===== config.mk =====
export PLATFORM = sky130hd
export DESIGN_NAME = src_controller
export DESIGN_NICKNAME = d
export VERILOG_FILES = /design/src/src_pkg.sv /design/src/src_controller.sv /design/src/src_sync.sv
export SDC_FILE = /design/constraint.sdc
export NUM_CORES = 1
export LEC_CHECK = 0
export BUFFER_PORTS_ARGS = -buffer_cell sky130_fd_sc_hd__buf_4
export CELL_PAD_IN_SITES_DETAIL_PLACEMENT = 0
export CELL_PAD_IN_SITES_GLOBAL_PLACEMENT = 2
export CORE_UTILIZATION = 35
export CTS_CLUSTER_SIZE = 40
export DETAILED_ROUTE_END_ITERATION = 16
export GPL_TIMING_DRIVEN = 0
export PLACE_DENSITY_LB_ADDON = 0.1
export SLEW_MARGIN = 5
export SYNTH_ARGS = -nofsm -noshare
export SYNTH_HDL_FRONTEND = slang
export SYNTH_HIERARCHICAL = 1
export SYNTH_SLANG_ARGS = --single-unit

===== constraint.sdc =====
create_clock -name clock -period 4.1 [get_ports clock]
set_input_delay 1.025 -clock clock [delete_from_list [all_inputs] [get_ports clock]]
set_output_delay 1.025 -clock clock [all_outputs]
set_load 0.03 [all_outputs]

===== src/src_pkg.sv =====
// Package: register map, field layout and timing counts of the reset controller
package src_pkg;

   // ---------------------------------------------------------------
   // Register offsets
   // ---------------------------------------------------------------
   localparam logic [7:0] CTRL_OFFSET   = 8'h00;
   localparam logic [7:0] STATUS_OFFSET = 8'h04;
   localparam logic [7:0] MODE_OFFSET   = 8'h08;

   // ---------------------------------------------------------------
   // Field positions
   // ---------------------------------------------------------------
   localparam int KEY_LSB          = 24;
   localparam int KEY_W            = 8;
   localparam int CTRL_PROC_BIT    = 0;
   localparam int CTRL_PERIPH_BIT  = 2;
   localparam int CTRL_EXT_BIT     = 3;
   localparam int ST_USTAT_BIT     = 0;
   localparam int ST_TYPE_LSB      = 8;
   localparam int ST_LEVEL_BIT     = 16;
   localparam int ST_BUSY_BIT      = 17;
   localparam int MODE_UEN_BIT     = 0;
   localparam int MODE_IEN_BIT     = 4;
   localparam int MODE_LEN_LSB     = 8;
   localparam int TYPE_W           = 3;
   localparam int LEN_W            = 4;

   // ---------------------------------------------------------------
   // Reset values
   // ---------------------------------------------------------------
   localparam logic [LEN_W-1:0] LEN_RESET = 4'h0;
   localparam logic             UEN_RESET = 1'b1;
   localparam logic             IEN_RESET = 1'b0;

   // ---------------------------------------------------------------
   // Reset type codes
   // ---------------------------------------------------------------
   localparam logic [TYPE_W-1:0] TYPE_GENERAL  = 3'h0;
   localparam logic [TYPE_W-1:0] TYPE_WAKEUP   = 3'h1;
   localparam logic [TYPE_W-1:0] TYPE_WATCHDOG = 3'h2;
   localparam logic [TYPE_W-1:0] TYPE_SOFTWARE = 3'h3;
   localparam logic [TYPE_W-1:0] TYPE_USER     = 3'h4;

   // ---------------------------------------------------------------
   // Timing counts in slow clock cycles
   // ---------------------------------------------------------------
   localparam int HOLD_CYCLES     = 3;
   localparam int BOOT_CYCLES     = 3;
   localparam int PIN_MASK_CYCLES = 4;
   localparam int CNT_W           = 17;
   localparam int STARTUP_DEFAULT = 64;

   typedef enum logic [3:0] {
      SRC_BACKUP_OFF, SRC_STARTUP, SRC_CLK_ON, SRC_CORE_OFF, SRC_WAKE,
      SRC_USER, SRC_USER_EXIT, SRC_SOFT, SRC_WDOG, SRC_RUN
   } src_state_t;

endpackage : src_pkg


===== src/src_controller.sv =====
// Reset controller: supply filtering, reset sequencing, reset pin and registers
`timescale 1ns/1ps
module src_controller #(
   parameter int         STARTUP_CYCLES = src_pkg::STARTUP_DEFAULT,
   parameter logic [7:0] WRITE_KEY      = 8'h5a  // Arbitrary value
) (
   input  wire logic        clock,
   input  wire logic        rstn,
   input  wire logic [7:0]  addr,
   input  wire logic [31:0] wdata,
   input  wire logic        wr,
   input  wire logic        rd,
   output logic      [31:0] rdata,
   input  wire logic        backup_supply,
   input  wire logic        core_supply,
   input  wire logic        reset_pin_in,
   output logic             reset_pin_out,
   output logic             reset_pin_oe,
   input  wire logic        boot_select_pin,
   input  wire logic        watchdog_fault,
   input  wire logic        watchdog_proc_only,
   output logic             proc_nreset,
   output logic             backup_nreset,
   output logic             periph_nreset,
   output logic             ext_nreset,
   output logic             proc_clk_en,
   output logic             boot_select,
   output logic             user_irq
);

   // ---------------------------------------------------------------
   // Input synchronisation
   // ---------------------------------------------------------------
   logic [3:0] sync_q;
   logic       backup_ok;
   logic       core_ok;
   logic       pin_level;
   logic       boot_level;

   src_sync #(
      .WIDTH   (4),
      .RST_VAL (4'h4)
   ) u_sync (
      .clock    (clock),
      .rstn     (rstn),
      .async_in ({boot_select_pin, reset_pin_in, core_supply, backup_supply}),
      .sync_out (sync_q)
   );

   assign backup_ok  = sync_q[0];
   assign core_ok    = sync_q[1];
   assign pin_level  = sync_q[2];
   assign boot_level = sync_q[3];

   // ---------------------------------------------------------------
   // Registers
   // ---------------------------------------------------------------
   logic                         user_reset_enable;
   logic                         user_reset_irq_enable;
   logic [src_pkg::LEN_W-1:0]    ext_reset_length;
   logic                         user_reset_status;
   logic [src_pkg::TYPE_W-1:0]   reset_type;
   logic [src_pkg::TYPE_W-1:0]   pending_type;
   logic                         pin_prev;
   logic                         key_ok;
   logic                         ctrl_wr;
   logic                         mode_wr;
   logic                         status_rd;

   assign key_ok    = wdata[src_pkg::KEY_LSB +: src_pkg::KEY_W] == WRITE_KEY;
   assign ctrl_wr   = wr && addr == src_pkg::CTRL_OFFSET && key_ok;
   assign mode_wr   = wr && addr == src_pkg::MODE_OFFSET && key_ok;
   assign status_rd = rd && addr == src_pkg::STATUS_OFFSET;

   // Mode register lives with the backup supply
   always_ff @(posedge clock or negedge rstn) begin
      if (!rstn) begin
         user_reset_enable     <= src_pkg::UEN_RESET;
         user_reset_irq_enable <= src_pkg::IEN_RESET;
         ext_reset_length      <= src_pkg::LEN_RESET;
      end else if (!backup_ok) begin
         user_reset_enable     <= src_pkg::UEN_RESET;
         user_reset_irq_enable <= src_pkg::IEN_RESET;
         ext_reset_length      <= src_pkg::LEN_RESET;
      end else if (mode_wr) begin
         user_reset_enable     <= wdata[src_pkg::MODE_UEN_BIT];
         user_reset_irq_enable <= wdata[src_pkg::MODE_IEN_BIT];
         ext_reset_length      <= wdata[src_pkg::MODE_LEN_LSB +: src_pkg::LEN_W];
      end
   end

   // User reset flag: falling pin edge sets, status read clears, set wins
   always_ff @(posedge clock or negedge rstn) begin
      if (!rstn) begin
         pin_prev          <= 1'b1;
         user_reset_status <= 1'b0;
      end else begin
         pin_prev <= pin_level;
         if (pin_prev && !pin_level) begin
            user_reset_status <= 1'b1;
         end else if (status_rd) begin
            user_reset_status <= 1'b0;
         end
      end
   end

   // Interrupt only when the pin does not reset the part
   always_ff @(posedge clock or negedge rstn) begin
      if (!rstn) begin
         user_irq <= 1'b0;
      end else begin
         user_irq <= user_reset_status && user_reset_irq_enable
                     && !user_reset_enable;
      end
   end

   // ---------------------------------------------------------------
   // State manager
   // ---------------------------------------------------------------
   src_pkg::src_state_t        state;
   src_pkg::src_state_t        next_state;
   logic [src_pkg::CNT_W-1:0]  cnt;
   logic [src_pkg::CNT_W-1:0]  next_cnt;
   logic                       soft_proc;
   logic                       soft_periph;
   logic                       wdog_proc_only;
   logic                       soft_go;
   logic                       ext_start;
   logic                       pin_masked;
   logic                       user_go;
   logic [src_pkg::CNT_W-1:0]  startup_len;
   logic [src_pkg::CNT_W-1:0]  hold_len;

   assign startup_len = src_pkg::CNT_W'(STARTUP_CYCLES - 1);
   assign hold_len    = src_pkg::CNT_W'(src_pkg::HOLD_CYCLES - 1);
   assign soft_go     = ctrl_wr && state == src_pkg::SRC_RUN
                        && (wdata[src_pkg::CTRL_PROC_BIT]
                           || wdata[src_pkg::CTRL_PERIPH_BIT]
                           || wdata[src_pkg::CTRL_EXT_BIT]);
   assign user_go     = !pin_level && user_reset_enable && !pin_masked;

   always_comb begin
      next_state = state;
      next_cnt   = (cnt != '0) ? cnt - 1'b1 : cnt;
      if (!backup_ok) begin
         next_state = src_pkg::SRC_BACKUP_OFF;
         next_cnt   = startup_len;
      end else begin
         case (state)
            src_pkg::SRC_BACKUP_OFF: begin
               next_state = src_pkg::SRC_STARTUP;
               next_cnt   = startup_len;
            end
            src_pkg::SRC_STARTUP: begin
               if (cnt == '0) begin
                  next_state = src_pkg::SRC_CLK_ON;
                  next_cnt   = hold_len;
               end
            end
            src_pkg::SRC_CLK_ON: begin
               if (cnt == '0) begin
                  next_state = src_pkg::SRC_RUN;
               end
            end
            default: begin
               // Core supply is only watched once the backup reset is gone
               if (!core_ok) begin
                  next_state = src_pkg::SRC_CORE_OFF;
               end else if (state == src_pkg::SRC_CORE_OFF) begin
                  next_state = src_pkg::SRC_WAKE;
                  next_cnt   = hold_len;
               end else if (watchdog_fault
                            && state inside {src_pkg::SRC_RUN, src_pkg::SRC_SOFT}) begin
                  next_state = src_pkg::SRC_WDOG;
                  next_cnt   = hold_len;
               end else begin
                  case (state)
                     src_pkg::SRC_RUN: begin
                        if (soft_go) begin
                           next_state = src_pkg::SRC_SOFT;
                           next_cnt   = hold_len;
                        end else if (user_go) begin
                           next_state = src_pkg::SRC_USER;
                        end
                     end
                     src_pkg::SRC_USER: begin
                        if (pin_level) begin
                           next_state = src_pkg::SRC_USER_EXIT;
                           next_cnt   = hold_len;
                        end
                     end
                     src_pkg::SRC_WAKE, src_pkg::SRC_USER_EXIT, src_pkg::SRC_SOFT,
                     src_pkg::SRC_WDOG: begin
                        if (cnt == '0) begin
                           next_state = src_pkg::SRC_RUN;
                        end
                     end
                     default: begin
                        next_state = src_pkg::SRC_RUN;
                     end
                  endcase
               end
            end
         endcase
      end
   end

   always_ff @(posedge clock or negedge rstn) begin
      if (!rstn) begin
         state <= src_pkg::SRC_BACKUP_OFF;
         cnt   <= '0;
      end else begin
         state <= next_state;
         cnt   <= next_cnt;
      end
   end

   // Latched flavour of software and watchdog resets, plus pending type
   always_ff @(posedge clock or negedge rstn) begin
      if (!rstn) begin
         soft_proc      <= 1'b0;
         soft_periph    <= 1'b0;
         wdog_proc_only <= 1'b0;
         pending_type   <= src_pkg::TYPE_GENERAL;
      end else begin
         if (next_state != state) begin
            case (next_state)
               src_pkg::SRC_BACKUP_OFF: pending_type <= src_pkg::TYPE_GENERAL;
               src_pkg::SRC_CORE_OFF:   pending_type <= src_pkg::TYPE_WAKEUP;
               src_pkg::SRC_WDOG:       pending_type <= src_pkg::TYPE_WATCHDOG;
               src_pkg::SRC_USER:       pending_type <= src_pkg::TYPE_USER;
               src_pkg::SRC_SOFT: begin
                  if (wdata[src_pkg::CTRL_PROC_BIT]) begin
                     pending_type <= src_pkg::TYPE_SOFTWARE;
                  end
               end
               default: pending_type <= pending_type;
            endcase
         end
         if (soft_go) begin
            soft_proc   <= wdata[src_pkg::CTRL_PROC_BIT];
            soft_periph <= wdata[src_pkg::CTRL_PERIPH_BIT];
         end
         if (next_state == src_pkg::SRC_WDOG && state != src_pkg::SRC_WDOG) begin
            wdog_proc_only <= watchdog_proc_only;
         end
      end
   end

   // ---------------------------------------------------------------
   // Reset outputs
   // ---------------------------------------------------------------
   logic next_proc;
   logic next_periph;
   logic next_backup;
   logic next_clk;
   logic next_hold;

   always_comb begin
      next_backup = !(next_state inside {src_pkg::SRC_BACKUP_OFF, src_pkg::SRC_STARTUP,
                                         src_pkg::SRC_CLK_ON});
      next_hold   = next_state inside {src_pkg::SRC_BACKUP_OFF, src_pkg::SRC_STARTUP,
                                       src_pkg::SRC_CLK_ON, src_pkg::SRC_CORE_OFF,
                                       src_pkg::SRC_WAKE};
      next_clk    = !(next_state inside {src_pkg::SRC_BACKUP_OFF, src_pkg::SRC_STARTUP,
                                         src_pkg::SRC_CORE_OFF, src_pkg::SRC_USER});
      case (next_state)
         src_pkg::SRC_RUN: begin
            next_proc   = 1'b1;
            next_periph = 1'b1;
         end
         src_pkg::SRC_SOFT: begin
            next_proc   = !soft_proc;
            next_periph = !soft_periph;
            if (state != src_pkg::SRC_SOFT) begin
               next_proc   = !wdata[src_pkg::CTRL_PROC_BIT];
               next_periph = !wdata[src_pkg::CTRL_PERIPH_BIT];
            end
         end
         src_pkg::SRC_WDOG: begin
            next_proc   = 1'b0;
            next_periph = (state == src_pkg::SRC_WDOG) ? wdog_proc_only : watchdog_proc_only;
         end
         default: begin
            next_proc   = 1'b0;
            next_periph = 1'b0;
         end
      endcase
   end

   always_ff @(posedge clock or negedge rstn) begin
      if (!rstn) begin
         proc_nreset   <= 1'b0;
         periph_nreset <= 1'b0;
         backup_nreset <= 1'b0;
         proc_clk_en   <= 1'b0;
         reset_type    <= src_pkg::TYPE_GENERAL;
      end else begin
         proc_nreset   <= next_proc;
         periph_nreset <= next_periph;
         backup_nreset <= next_backup;
         proc_clk_en   <= next_clk;
         if (!proc_nreset && next_proc) begin
            reset_type <= pending_type;
         end
      end
   end

   // ---------------------------------------------------------------
   // Reset pin driver
   // ---------------------------------------------------------------
   logic [src_pkg::CNT_W-1:0] ext_cnt;
   logic [src_pkg::CNT_W-1:0] next_ext_cnt;
   logic [src_pkg::CNT_W-1:0] ext_len;
   logic [2:0]                mask_cnt;
   logic                      pin_drive;

   // Shift amount widened so the longest length does not wrap to zero
   assign ext_len   = src_pkg::CNT_W'(1) << ({1'b0, ext_reset_length} + 5'h1);
   assign ext_start = (soft_go && wdata[src_pkg::CTRL_EXT_BIT])
                      || (next_state == src_pkg::SRC_USER && state != src_pkg::SRC_USER)
                      || (next_state == src_pkg::SRC_WDOG && state != src_pkg::SRC_WDOG
                          && !watchdog_proc_only);
   assign pin_masked = pin_drive || mask_cnt != '0;

   always_comb begin
      if (next_hold) begin
         next_ext_cnt = ext_len;
      end else if (ext_start) begin
         next_ext_cnt = ext_len - 1'b1;
      end else if (ext_cnt != '0) begin
         next_ext_cnt = ext_cnt - 1'b1;
      end else begin
         next_ext_cnt = '0;
      end
   end

   always_ff @(posedge clock or negedge rstn) begin
      if (!rstn) begin
         ext_cnt   <= '0;
         pin_drive <= 1'b1;
         mask_cnt  <= '0;
      end else begin
         ext_cnt   <= next_ext_cnt;
         pin_drive <= next_hold || ext_start || ext_cnt != '0;
         // Own pulse must not start a user reset; it still sets the status flag
         if (pin_drive) begin
            mask_cnt <= 3'(src_pkg::PIN_MASK_CYCLES);
         end else if (mask_cnt != '0) begin
            mask_cnt <= mask_cnt - 1'b1;
         end
      end
   end

   assign reset_pin_out = 1'b0;
   assign reset_pin_oe  = pin_drive;
   assign ext_nreset    = !pin_drive;

   // ---------------------------------------------------------------
   // Boot select capture
   // ---------------------------------------------------------------
   logic       core_prev;
   logic [1:0] boot_cnt;

   always_ff @(posedge clock or negedge rstn) begin
      if (!rstn) begin
         core_prev   <= 1'b0;
         boot_cnt    <= '0;
         boot_select <= 1'b0;
      end else begin
         core_prev <= core_ok;
         if (core_ok && !core_prev) begin
            boot_cnt <= 2'(src_pkg::BOOT_CYCLES - 1);
         end else if (boot_cnt != '0) begin
            boot_cnt <= boot_cnt - 1'b1;
            if (boot_cnt == 2'h1) begin
               boot_select <= boot_level;
            end
         end
      end
   end

   // ---------------------------------------------------------------
   // Read port
   // ---------------------------------------------------------------
   always_ff @(posedge clock or negedge rstn) begin
      if (!rstn) begin
         rdata <= '0;
      end else if (rd) begin
         rdata <= '0;
         case (addr)
            src_pkg::STATUS_OFFSET: begin
               rdata[src_pkg::ST_USTAT_BIT] <= user_reset_status;
               rdata[src_pkg::ST_TYPE_LSB +: src_pkg::TYPE_W] <= reset_type;
               rdata[src_pkg::ST_LEVEL_BIT] <= pin_level;
               rdata[src_pkg::ST_BUSY_BIT]  <= state == src_pkg::SRC_SOFT;
            end
            src_pkg::MODE_OFFSET: begin
               rdata[src_pkg::MODE_UEN_BIT] <= user_reset_enable;
               rdata[src_pkg::MODE_IEN_BIT] <= user_reset_irq_enable;
               rdata[src_pkg::MODE_LEN_LSB +: src_pkg::LEN_W] <= ext_reset_length;
            end
            default: rdata <= '0;
         endcase
      end else begin
         rdata <= '0;
      end
   end

endmodule : src_controller


===== src/src_sync.sv =====
// Three-stage synchroniser with agreement filter for asynchronous inputs
`timescale 1ns/1ps
module src_sync #(
   parameter int         WIDTH    = 1,
   parameter logic [3:0] RST_VAL  = 4'h0
) (
   input  wire logic             clock,
   input  wire logic             rstn,
   input  wire logic [WIDTH-1:0] async_in,
   output logic      [WIDTH-1:0] sync_out
);

   // ---------------------------------------------------------------
   // Per-bit stages
   // ---------------------------------------------------------------
   genvar i;
   generate
      for (i = 0; i < WIDTH; i++) begin : g_bit
         logic s1;
         logic s2;
         logic s3;
         always_ff @(posedge clock or negedge rstn) begin
            if (!rstn) begin
               s1          <= RST_VAL[i];
               s2          <= RST_VAL[i];
               s3          <= RST_VAL[i];
               sync_out[i] <= RST_VAL[i];
            end else begin
               s1 <= async_in[i];
               s2 <= s1;
               s3 <= s2;
               // A change counts only once stages two and three agree
               if (s2 == s3) begin
                  sync_out[i] <= s3;
               end
            end
         end
      end
   endgenerate

endmodule : src_sync

* After elaboration in Yosys (flattened, before gate mapping) *
Cells that the tools add are included.

storage, ports and cells
  flip-flop bits (word level) = 116
  input port bits = 50
  logic and storage cells = 186

operators by class
  $add $sub $neg = 6
  equal/unequal tests = 31
  shift operators = 1
  mux-type cells = 49
  bitwise logic cells = 1
  reduce and logical (&&, ||, !) cells = 58

operators by type and width
  kind                   count
  $mux 17                11
  $pmux 17 s3            1
  $sub 17x1->17 const B  3
  $mux 4                 11
  $pmux 17 s2            1
  $reduce_bool 17->1     2
  $eq 4x3->1 const B     7
  $pmux 4 s3             2
  $logic_and 1x1->1      19
  $mux 18                1
  $logic_not 17->1       1
  $shl 1x5->17 const A   1
  $eq 4x2->1 const B     4
  $eq 4x4->1 const B     4
  $pmux 3 s5             1
  $logic_not 1->1        13
  $mux 1                 11
  $reduce_bool 2->1      5
  $reduce_bool 5->1      2
  $mux 3                 3
  $eq 4x1->1 const B     2
  $eq 8x3->1 const B     1
  $eq 8x4->1 const B     1
  $eq 8x7->1 const B     1
  21 further kinds       38

* Longest topological paths before layout *
Gate-level depths: netlist of run 1.

  depth after elaboration = 18
  depth in mapped cells = 15
  depth with buffers taken out = 12

* Modules after synthesis *
Netlist of run 1, hierarchy kept.

modules (own cells, without submodules)
  module          times used  cells an instance  area each (µm²)  seq. area each (µm²)
  src_controller  1           527                4,874.7          1,905.6
  src_sync        1           20                 450.4            405.4

* Worst setup path before layout of run 1 *
Ideal clock, no wire load.

  kind = input -> register
  from = input addr[1]
  to = register ext_cnt[9] in the netlist's numbering
  library setup time = 81 ps
  data arrival time = 3,531 ps
  path slack = 489 ps
  stages = 10
  buffers on the path = 2
  cells stage by stage = or4_4 -> nor4_4 -> a21oi_2 -> a221o_1 -> buf_6 -> a41o_4 -> and2_4 -> buf_6 -> or4_1 -> o211ai_2

on the way
  word-level cells in the longest chain between the ends = 18
  elaborated cells between the ends (all ways) = 28
  classes of those cells = 6 x eq/ne; 9 x mux; 13 x reduce/logical

RTL lines
  what                                                   line                                          source
  from (decl)                                            src_controller.sv:9                           input wire logic [7:0] addr,
  $logic_not 8->1 (*)                                    src_controller.sv:71                          assign ctrl_wr = wr && addr == src_pkg::CTRL_OFFSET && key_ok;
  $logic_and 1x1->1 (*) (2 in series)                    src_controller.sv:71
  $logic_and 1x1->1 (*)                                  src_controller.sv:136                         assign soft_go = ctrl_wr && state == src_pkg::SRC_RUN
  $logic_and 1x1->1 (*)                                  src_controller.sv:137                         && (wdata[src_pkg::CTRL_PROC_BIT]
  $mux 4                                                 src_controller.sv:179                         if (soft_go) begin
  $pmux 4 s3                                             src_controller.sv:177                         case (state)
  $mux 4                                                 src_controller.sv:172                         end else if (watchdog_fault
  $mux 4                                                 src_controller.sv:169                         end else if (state == src_pkg::SRC_CORE_OFF) begin
  (+2 left out)                                          --
  $mux 4                                                 src_controller.sv:145                         if (!backup_ok) begin
  $eq 4x3->1 or $eq 4x4->1 (tied branches)               src_controller.sv:321, src_controller.sv:322
  $logic_and 1x1->1, on equally long branches            src_controller.sv:321, src_controller.sv:322
  $logic_or 1x1->1 or $logic_and 1x1->1 (tied branches)  src_controller.sv:321, src_controller.sv:323
  $logic_or 1x1->1                                       src_controller.sv:322                         || (next_state == src_pkg::SRC_WDOG && state != src_pkg::SRC_WDOG
  $mux 17                                                src_controller.sv:329                         end else if (ext_start) begin
  $mux 17 (*)                                            src_controller.sv:327                         if (next_hold) begin
  named net next_ext_cnt, one bit                        src_controller.sv:313                         logic [src_pkg::CNT_W-1:0] next_ext_cnt;
  to (signal assigned)                                   src_controller.sv:344                         ext_cnt <= next_ext_cnt;
  to (decl)                                              src_controller.sv:312                         logic [src_pkg::CNT_W-1:0] ext_cnt;

The timed path passes the listed nets; every way through them passes the cells marked *.
A chain may end at the register's enable or synchronous reset.

* Worst setup path in the final report of run 1 *
  from = input addr[1]
  to = register ext_cnt[4] in the netlist's numbering

The elaborated chain is that of the path after synthesis.

==> results.yml, run 1 <==
critical_path:
  cpPeakStageDelay_ns: 0.56
  path_buf_inv: 3
  path_cells: "buf_4 > or4_4 > nor4_4 > nand2_1 > and3_4 > nand3_1 > a41o_4 > and2_4 > buf_6 > clkbuf_1 > nand3_1 > o221ai_1"
  critPathKind: "input port to flop"
  cp.arrival_ns: 4.15
  crit_slowest_cell: "or4_4"
  required_ns: 4.35
  cp_max_fo: 10
  cp_common_cell: "nand3_1"
  start_kind: "input port"
  cp-end-kind: "flop"
  critical-path-top-delay-family: "simple AND/OR/NAND/NOR gates"
timing:
  fin_crit_ns: 3.90
  drv_slew: 0
  finClkSkew_ns: 0.00783
  worst_pin_slew_ns: 0.838
  slew_headroom: 0.441
  setup_violations: 0
  rsz0062_at_grt: "no"
  max_freq_ghz: 0.257
  finalCritPeriodShare: 0.950
  hold_viol: 0
power:
  p_leak_nw: 2.85
  vdd_ir_drop_max_mv: 0.203
  p_total_w: 0.00203
  pwr_density_cell_mw_per_mm2: 323
synth:
  avgSynthCellArea_sq_um: 9.74
  netlist.area_leader.share: 0.399
  yosysTopAreaCell: "dfrtp_1"
  netlist_area_sq_mm: 0.00533
  synth-async-reset-ratio: 1.00
  synthAdderAreaFrac: 0.0296
  synth-edff-count: 0
  synth_top_family_by_area: "simple AND/OR/NAND/NOR gates"
  synth.yosys.seq_area_share: 0.434
  ys_seq_elements: 92
  synthSimpleGateAreaFrac: 0.223
  synth_commonest_cells: "dfrtp_1, nor2_1, nand2_1"
  yosys-top-cells-area: "dfrtp_1, buf_4, nor2_1"
  synthDistinctLibCells: 77
  syn-instance-count: 547
  yosysWarnings: 6
  synth_xor_xnor_area_share: 0.0493
  synth_compound_area_frac: 0.148
  synth.area.mux_share: 0.0392
  yosysMostFrequentCell: "dfrtp_1"
  synth-main-ff-cell: "dfrtp_1"
drt:
  top_layer_used: "met4"
  drt-met1-wl_microns: 6040
  via_per_inst: 5.16
  met2_wirelength_microns: 6400
  routedWlPerCell_microns: 16.0
  drt_wl_total_microns: 13100
  vias: 4233
  remaining_drc_errors: 0
  drt_pass1_iterations: 7
  drtIter0Drc: 213
  wl_met3_microns: 360
  drt.antenna.violating_nets: 0
floorplan:
  die_w_microns: 125
  dieArea_sq_mm: 0.0157
  die_h_microns: 125
  coreArea_sq_mm: 0.0147
  pin_count: 91
  std_cell_rows: 44
  start_util: 0.362
global_routing:
  grt_pass1_wl_microns: 22000
  grt_max_degree: 93
  grt-ovfl-total: 0
  grt_usage: 0.177
  grt_pass1_vias: 4223
  antenna_found_initial: 0
cts:
  numClockSinks: 92
  cts_tree: "built"
  cts_root_buf: "clkbuf_16"
  cts.clk_slew.worst_paths_ns: 0.07
  cts_buffers: 9
  clk_path_buf_depth: 2
  cts_setup_buffers: 0
  clk_latency_ns: 0.35
  htreeDepth: 3
place:
  gp_congestion: 0.837
  dpl-instance-area_sq_mm: 0.00601
  hpwl_microns: 9770
  portBuffers: 49
outcome:
  status: "finished clean"
layout:
  drive_above_1_share: 0.228
  design_area_sq_mm: 0.00631
  area_delta_synth_final_pct: 18.4
  fin_nets: 690
  final_core_util: 0.429
  antenna_cells: 0
flow_run:
  maxCapViolCount: 0
min_path:
  worstHoldPathType: "flop to flop"
[layer usage]
layer | track usage | vias up
met5 | 0 | -
met4 | 0.0746 | 0
met3 | 0.0274 | 25
met2 | 0.292 | 84
met1 | 0.231 | 2056
li1 | - | 2068
[cell families (layout without fill, tap and decap cells)]
logic type | Yosys count | in the layout
muxes | 20 | 20
other | 2 | 26
adders and majority gates | 13 | 13
AOI/OAI and AO/OA | 99 | 99
DFF | 92 | 92
buffers and inverters | 73 | 138
and+or+nand+nor | 218 | 218
xor gates and xnor gates | 30 | 30
[stage by stage]
stage          setup slack (ns)  hold WS (ns)  std cells  TNS, ns
3_3_place_gp             -0.163         0.339        804    -1.11
3_5_place_dp             -0.187         0.339        804    -1.43
2_1_floorplan             0.489         0.331        571        0
6_report                  0.204         0.352        820        0
5_1_grt                  0.0875         0.358        820        0
4_1_cts                   0.181         0.355        820        0
[where the power goes]
group / total, W / internal [W] / switching (W) / leakage, nW
clock: 0.000812 / 0.000447 / 0.000365 / 0.131
sequential: 0.000976 / 0.000949 / 0.0000275 / 1.18
combinational: 0.000246 / 0.000102 / 0.000144 / 1.55
total: 0.00203 / 0.00150 / 0.000536 / 2.85
[state kept, by name, indices dropped and copies added, names as in the netlist, 3 cells and up]
name,count
cnt,17
ext_cnt,17
rdata,8
ext_reset_length,4
state,4
u_sync/g_bit.s1,4
u_sync/g_bit.s2,4
u_sync/g_bit.s3,4
u_sync/sync_out,4
mask_cnt,3
pending_type,3
reset_type,3
[worst paths after layout]
kind / depth (start not counted) / slack [ns] / start / to
min reg2reg: 0 / 0.35 / u_sync/g_bit[3].s1$_DFF_PN0_ / u_sync/g_bit[3].s2$_DFF_PN0_
min in group asynchronous: 1 / 0.76 / rstn / u_sync/g_bit[1].s1$_DFF_PN0_
max: 12 / 0.20 / addr[1] / ext_cnt[4]$_DFF_PN0_
max in group asynchronous: 1 / 2.78 / rstn / ext_cnt[9]$_DFF_PN0_
min: 0 / 0.35 / u_sync/g_bit[3].s1$_DFF_PN0_ / u_sync/g_bit[3].s2$_DFF_PN0_
max reg2reg: 12 / 0.48 / cnt[13]$_DFF_PN0_ / ext_cnt[4]$_DFF_PN0_
[cell usage in the layout, fill, tap and decap left out, types with 10 or more instances in the layout]
master    synthesis  final
dfrtp_1          85     85
buf_4            28     76
nor2_1           54     54
nand2_1          35     35
conb_1            2     26
inv_1            22     22
nor3_1           20     20
xnor2_1          20     20
o21ai_0          19     19
nand3_1          18     18
clkbuf_1         17     17
nand2b_1         13     13
a21oi_1          13     13
mux2i_1          13     13
nor2b_1          12     12
or3_1            10     10
xor2_1           10     10
[repair_timing]
| action | CTS | global route |
|---|---|---|
| resized for setup | 0 | 2 |
| hold buffers | 0 | 0 |
| setup endpoints to repair | 0 | 3 |
[cell type report]
cell class / instances / area, sq um
clock buffers: 12 / 256
repair buffers: 49 / 372
inverters: 24 / 90.1
well taps: 184 / 230
plain buffers: 49 / 308
fillers: 1411 / 8390
multi-input cells: 406 / 2710
clock inverters: 4 / 31.3
flip-flops and latches: 92 / 2310
(Power assumes the default switching activity.)
==> inputs of run 2 (changes only) <==
SYNTH_HIERARCHICAL = default   (was 1)
==> results.yml, run 2 <==
outcome:
  status: "finished clean"
drt:
  vias: 4407
  drt_wl_total_microns: 13500
  drt.antenna.violating_nets: 0
  routedWlPerCell_microns: 15.9
  drt_pass1_iterations: 5
  via_per_inst: 5.19
  remaining_drc_errors: 0
  drtIter0Drc: 338
synth:
  synth.yosys.seq_area_share: 0.431
  yosysWarnings: 0
  netlist.area_leader.share: 0.397
  netlist_area_sq_mm: 0.00536
  synthDistinctLibCells: 68
  syn-instance-count: 575
  ys_seq_elements: 92
  yosysTopAreaCell: "dfrtp_1"
  avgSynthCellArea_sq_um: 9.32
  yosysMostFrequentCell: "dfrtp_1"
  synth_commonest_cells: "dfrtp_1, nor2_1, nand2_1"
  synth-edff-count: 0
  synth-async-reset-ratio: 1.00
  yosys-top-cells-area: "dfrtp_1, nor2_1, buf_4"
  synth-main-ff-cell: "dfrtp_1"
power:
  switchingPower_w: 0.000544
  vdd_ir_drop_max_mv: 0.195
  sw_frac_of_total: 0.267
  clockPowerShare: 0.392
  pwr_density_cell_mw_per_mm2: 320
  pwr-share-seq: 0.478
  p_comb_frac: 0.131
  intPower_w: 0.00149
  p_leak_nw: 2.83
layout:
  final_common_cell: "dfrtp_1"
  drive_above_1_share: 0.197
  fin_nets: 719
  reg.largest.list: "cnt: 17 flops, ext_cnt: 17 flops, rdata: 8 flops"
  area_delta_synth_final_pct: 18.8
  final_core_util: 0.431
  antenna_cells: 0
  final_cell_mix: "dfrtp_1, buf_4, nor2_1"
cts:
  htreeDepth: 3
  clk_latency_ns: 0.35
  cts_setup_buffers: 0
  cts_root_buf: "clkbuf_16"
  clk_path_buf_depth: 2
  cts_tree: "built"
  cts_hold_buf: 0
  numClockSinks: 92
  cts_buffers: 9
  cts.clk_slew.worst_paths_ns: 0.06
  cts_resized: 0
critical_path:
  r2r-start: "cnt[7]$_DFF_PN0_"
  reg2reg_depth: 11
  rr_endpoint: "ext_cnt[15]$_DFF_PN0_"
  cpPeakStageDelay_ns: 0.50
  path_cells: "buf_4 > nor4_1 > nand4_1 > o22ai_1 > a21oi_4 > o31ai_2 > clkbuf_1 > a31oi_1 > nor3_2 > mux2_2"
  required_ns: 4.33
  crit_slowest_cell: "o31ai_2"
  cp.arrival_ns: 4.06
  critPathLaunch: "addr[1]"
  cp-end-kind: "flop"
  r2r_setup_slack_ns: 0.44
  start_kind: "input port"
  cp_max_fo: 10
  critPathKind: "input port to flop"
floorplan:
  dieArea_sq_mm: 0.0158
  die_h_microns: 126
  die_w_microns: 126
  start_util: 0.363
  coreArea_sq_mm: 0.0148
  pin_count: 91
  std_cell_rows: 44
timing:
  hold_viol: 0
  finalCritPeriodShare: 0.933
  setup_violations: 0
  worst_pin_slew_ns: 1.33
  finClkSkew_ns: 0.00772
  drv_slew: 0
  timing.final.ws_setup_ns: 0.275
  fin_crit_ns: 3.83
  max_freq_ghz: 0.261
  slew_headroom: 0.109
  rsz0062_at_grt: "no"
place:
  pre_cts_ws_ns: -0.185
  hpwl_microns: 10000
  portBuffers: 49
  gp_congestion: 0.875
min_path:
  hold_end: "u_sync.g_bit[1].s2$_DFF_PN0_"
  worstHoldPathType: "flop to flop"
  holdPathStages: 0
  hold_start: "u_sync.g_bit[1].s1$_DFF_PN0_"
global_routing:
  antenna_found_initial: 0
  grt_pass1_wl_microns: 22300
  grt-ovfl-total: 0
  grt_usage: 0.179
  grt_pass1_vias: 4485
  grt_max_degree: 93
flow_run:
  maxCapViolCount: 0
[run 2: cell count changes after synthesis, moves of 5 or more]
cell / change
nand2_1: +13
o21ai_0: +11
nand3_1: +8
nor2b_1: -6
o31ai_1: +6
a21oi_1: +5
nand4b_1: -5
o221ai_1: -5
[run 2: worst max path at each step]
stage	endpoint	slack, ns	depth (start not counted)
after floorplan	reset_type[0]$_DFFE_PN0P_	0.63	9
after global placement	reset_type[0]$_DFFE_PN0P_	-0.21	10
after detailed placement	reset_type[2]$_DFFE_PN0P_	-0.18	10
after CTS	reset_type[0]$_DFFE_PN0P_	0.18	10
after global routing	reset_type[0]$_DFFE_PN0P_	0.11	10
final	reset_type[0]$_DFFE_PN0P_	0.27	10
[run 2: per-stage QoR]
step / instances / hold slack, ns / area, sq um / setup TNS [ns] / total power [W]
final: 849 / 0.355 / 6360 / 0 / 0.00204
after global routing: 849 / 0.369 / 6360 / 0 / 0.00213
after CTS: 848 / 0.356 / 6330 / 0 / 0.00207
after detailed placement: 832 / 0.339 / 6040 / -1.57 / 0.00126
after global placement: 832 / 0.334 / 6040 / -2.27 / 0.00125
after floorplan: 599 / 0.331 / 5450 / 0 / 0.00116
[run 2: power groups by stage]
stage | clock network (W) | registers [W] | logic (W)
3_3_place_gp | 0 | 0.000988 | 0.000260
3_5_place_dp | 0 | 0.000991 | 0.000266
4_1_cts | 0.000826 | 0.000973 | 0.000267
6_report | 0.000798 | 0.000973 | 0.000267
2_1_floorplan | 0 | 0.000993 | 0.000172
5_1_grt | 0.000857 | 0.000978 | 0.000292
[run 2: layout make-up]
type	count	area (sq um)
clock inverters	6	45.0
well taps	184	230
fillers	1472	8390
flip-flops and latches	92	2310
multi-input cells	435	2720
repair buffers	50	395
clock buffers	10	239
plain buffers	47	319
inverters	25	101
[run 2: kinds of logic after synthesis]
kind of cell	synth area share
and+or+nand+nor	0.225
AOI/OAI and AO/OA	0.145
DFF	0.431
buffers and inverters	0.0785
xor gates and xnor gates	0.0458
muxes	0.0444
adders and majority gates	0.0285
other	0.00140
[run 2: per-layer routing]
layer  wire length, microns  GRT usage
met1                   6530      0.241
met2                   6150      0.286
met3                    568     0.0255
met4                    282     0.0818
met5                      0          0
[run 2: critical path: cells and delay by family]
family                 cells  cell delay (ns)
AOI/OAI and AO/OA          4             1.17
buffers and inverters      2             0.51
muxes                      1             0.37
and+or+nand+nor            3             0.97
==> inputs of run 3 (changes only) <==
HOLD_SLACK_MARGIN = 0.15   (was default)
RECOVER_POWER = 50   (was default)
==> results.yml, run 3 (synthesis gave the netlist of run 2 again) <==
outcome:
  status: "finished with violations"
  violations: "capacitance limit, slew limit"
timing:
  fin_crit_ns: 3.84
  finClkSkew_ns: 0.00813
  whs_ns: 0.353
  rsz0062_at_grt: "no"
  max_freq_ghz: 0.261
  worst_pin_slew_ns: 2.51
  finalCritPeriodShare: 0.935
  slew_headroom: -0.675
  drv_slew: 45
  timing.final.ws_setup_ns: 0.265
  hold_viol: 0
  setup_violations: 0
cts:
  htreeDepth: 3
  cts_buffers: 9
  cts_root_buf: "clkbuf_16"
  cts_hold_buf: 0
  cts_setup_buffers: 0
  numClockSinks: 92
  cts_tree: "built"
  clk_latency_ns: 0.35
  cts.clk_slew.worst_paths_ns: 0.07
  clk_path_buf_depth: 2
global_routing:
  grt_pass1_vias: 4485
  grt_pass1_wl_microns: 22300
  antenna_found_initial: 0
  grt_usage: 0.179
  grt-ovfl-total: 0
  grt_max_degree: 93
drt:
  remaining_drc_errors: 0
  routedWlPerCell_microns: 15.9
  drt.antenna.violating_nets: 0
  drt_wl_total_microns: 13500
  drt_pass1_iterations: 5
  drtIter0Drc: 306
  vias: 4421
  via_per_inst: 5.21
critical_path:
  cp-end-kind: "flop"
  critPathKind: "input port to flop"
  r2r_setup_slack_ns: 0.43
  cp.arrival_ns: 4.07
  cp_max_fo: 10
  start_kind: "input port"
  required_ns: 4.33
power:
  p_leak_nw: 2.82
  pwr_density_cell_mw_per_mm2: 320
  p_total_w: 0.00204
  vdd_ir_drop_max_mv: 0.195
layout:
  design_area_sq_mm: 0.00636
  ff_latch_area_sq_mm: 0.00231
  fillers: 1473
  fin_nets: 719
  drive_above_1_share: 0.189
  multiInputGateArea_sq_mm: 0.00272
  final_common_cell: "dfrtp_1"
  final_cell_mix: "dfrtp_1, buf_4, nor2_1"
  antenna_cells: 0
  final_core_util: 0.431
  area_delta_synth_final_pct: 18.7
  reg.largest.list: "cnt: 17 flops, ext_cnt: 17 flops, rdata: 8 flops"
floorplan:
  die_w_microns: 126
  pin_count: 91
  start_util: 0.363
  coreArea_sq_mm: 0.0148
  dieArea_sq_mm: 0.0158
  die_h_microns: 126
  std_cell_rows: 44
min_path:
  worstHoldPathType: "flop to flop"
flow_run:
  maxCapViolCount: 1
place:
  dpl-instance-area_sq_mm: 0.00604
  pre_cts_ws_ns: -0.185
  hpwl_microns: 10000
  portBuffers: 49
  gp_congestion: 0.875
[run 3: cell count changes in the layout (fill, tap and decap cells not counted), sizes merged]
cell	delta
buf	-6
clkbuf	+6
[run 3: area by class of cell]
type / instances / share of cell area
multi-input cells: 435 / 0.428
flip-flops and latches: 92 / 0.364
repair buffers: 50 / 0.0616
plain buffers: 47 / 0.0500
clock buffers: 10 / 0.0376
well taps: 184 / 0.0362
inverters: 25 / 0.0159
clock inverters: 6 / 0.00709
[run 3: layer usage]
layer  track usage  routed length, microns  vias up  share of wire
met4        0.0818                     244        0          0.018
li1              -                       -     2153              -
met2         0.286                    6190      137           0.46
met1         0.241                    6510     2112           0.48
met3        0.0255                     597       19          0.044
met5             0                       0        -              0
[run 3: report_power, final]
group          switching [W]  internal, W
logic               0.000151     0.000115
registers          0.0000263     0.000946
clock network       0.000367     0.000431
total               0.000544      0.00149
[run 3: critical path: stages]
cell,delay (ns)
buf_4,0.11
nor4_1,0.38
nand4_1,0.31
o22ai_1,0.40
a21oi_4,0.08
o31ai_2,0.49
clkbuf_1,0.41
a31oi_1,0.20
nor3_2,0.28
mux2_2,0.37
[run 3: final timing paths]
path,end,from,cells after the start
worst max-delay path,reset_type[0]$_DFFE_PN0P_,addr[1],10
worst min-delay path,u_sync.g_bit[0].s2$_DFF_PN0_,u_sync.g_bit[0].s1$_DFF_PN0_,0
worst max register to register,ext_cnt[15]$_DFF_PN0_,cnt[7]$_DFF_PN0_,11
worst min register to register,u_sync.g_bit[0].s2$_DFF_PN0_,u_sync.g_bit[0].s1$_DFF_PN0_,0
max in group asynchronous,ext_cnt[7]$_DFF_PN0_,rstn,1
min in group asynchronous,u_sync.g_bit[0].s2$_DFF_PN0_,rstn,1
[run 3: per-stage QoR]
stage | setup TNS [ns] | std cells
after global placement | -2.27 | 832
final | 0 | 849
after floorplan | 0 | 599
after detailed placement | -1.57 | 832
after CTS | 0 | 848
after global routing | 0 | 849
[run 3: repair_timing]
item / CTS / global route
resized for setup: 0 / 1
endpoints found under the hold margin: 0 / 0
endpoints found under the setup margin: 0 / 2
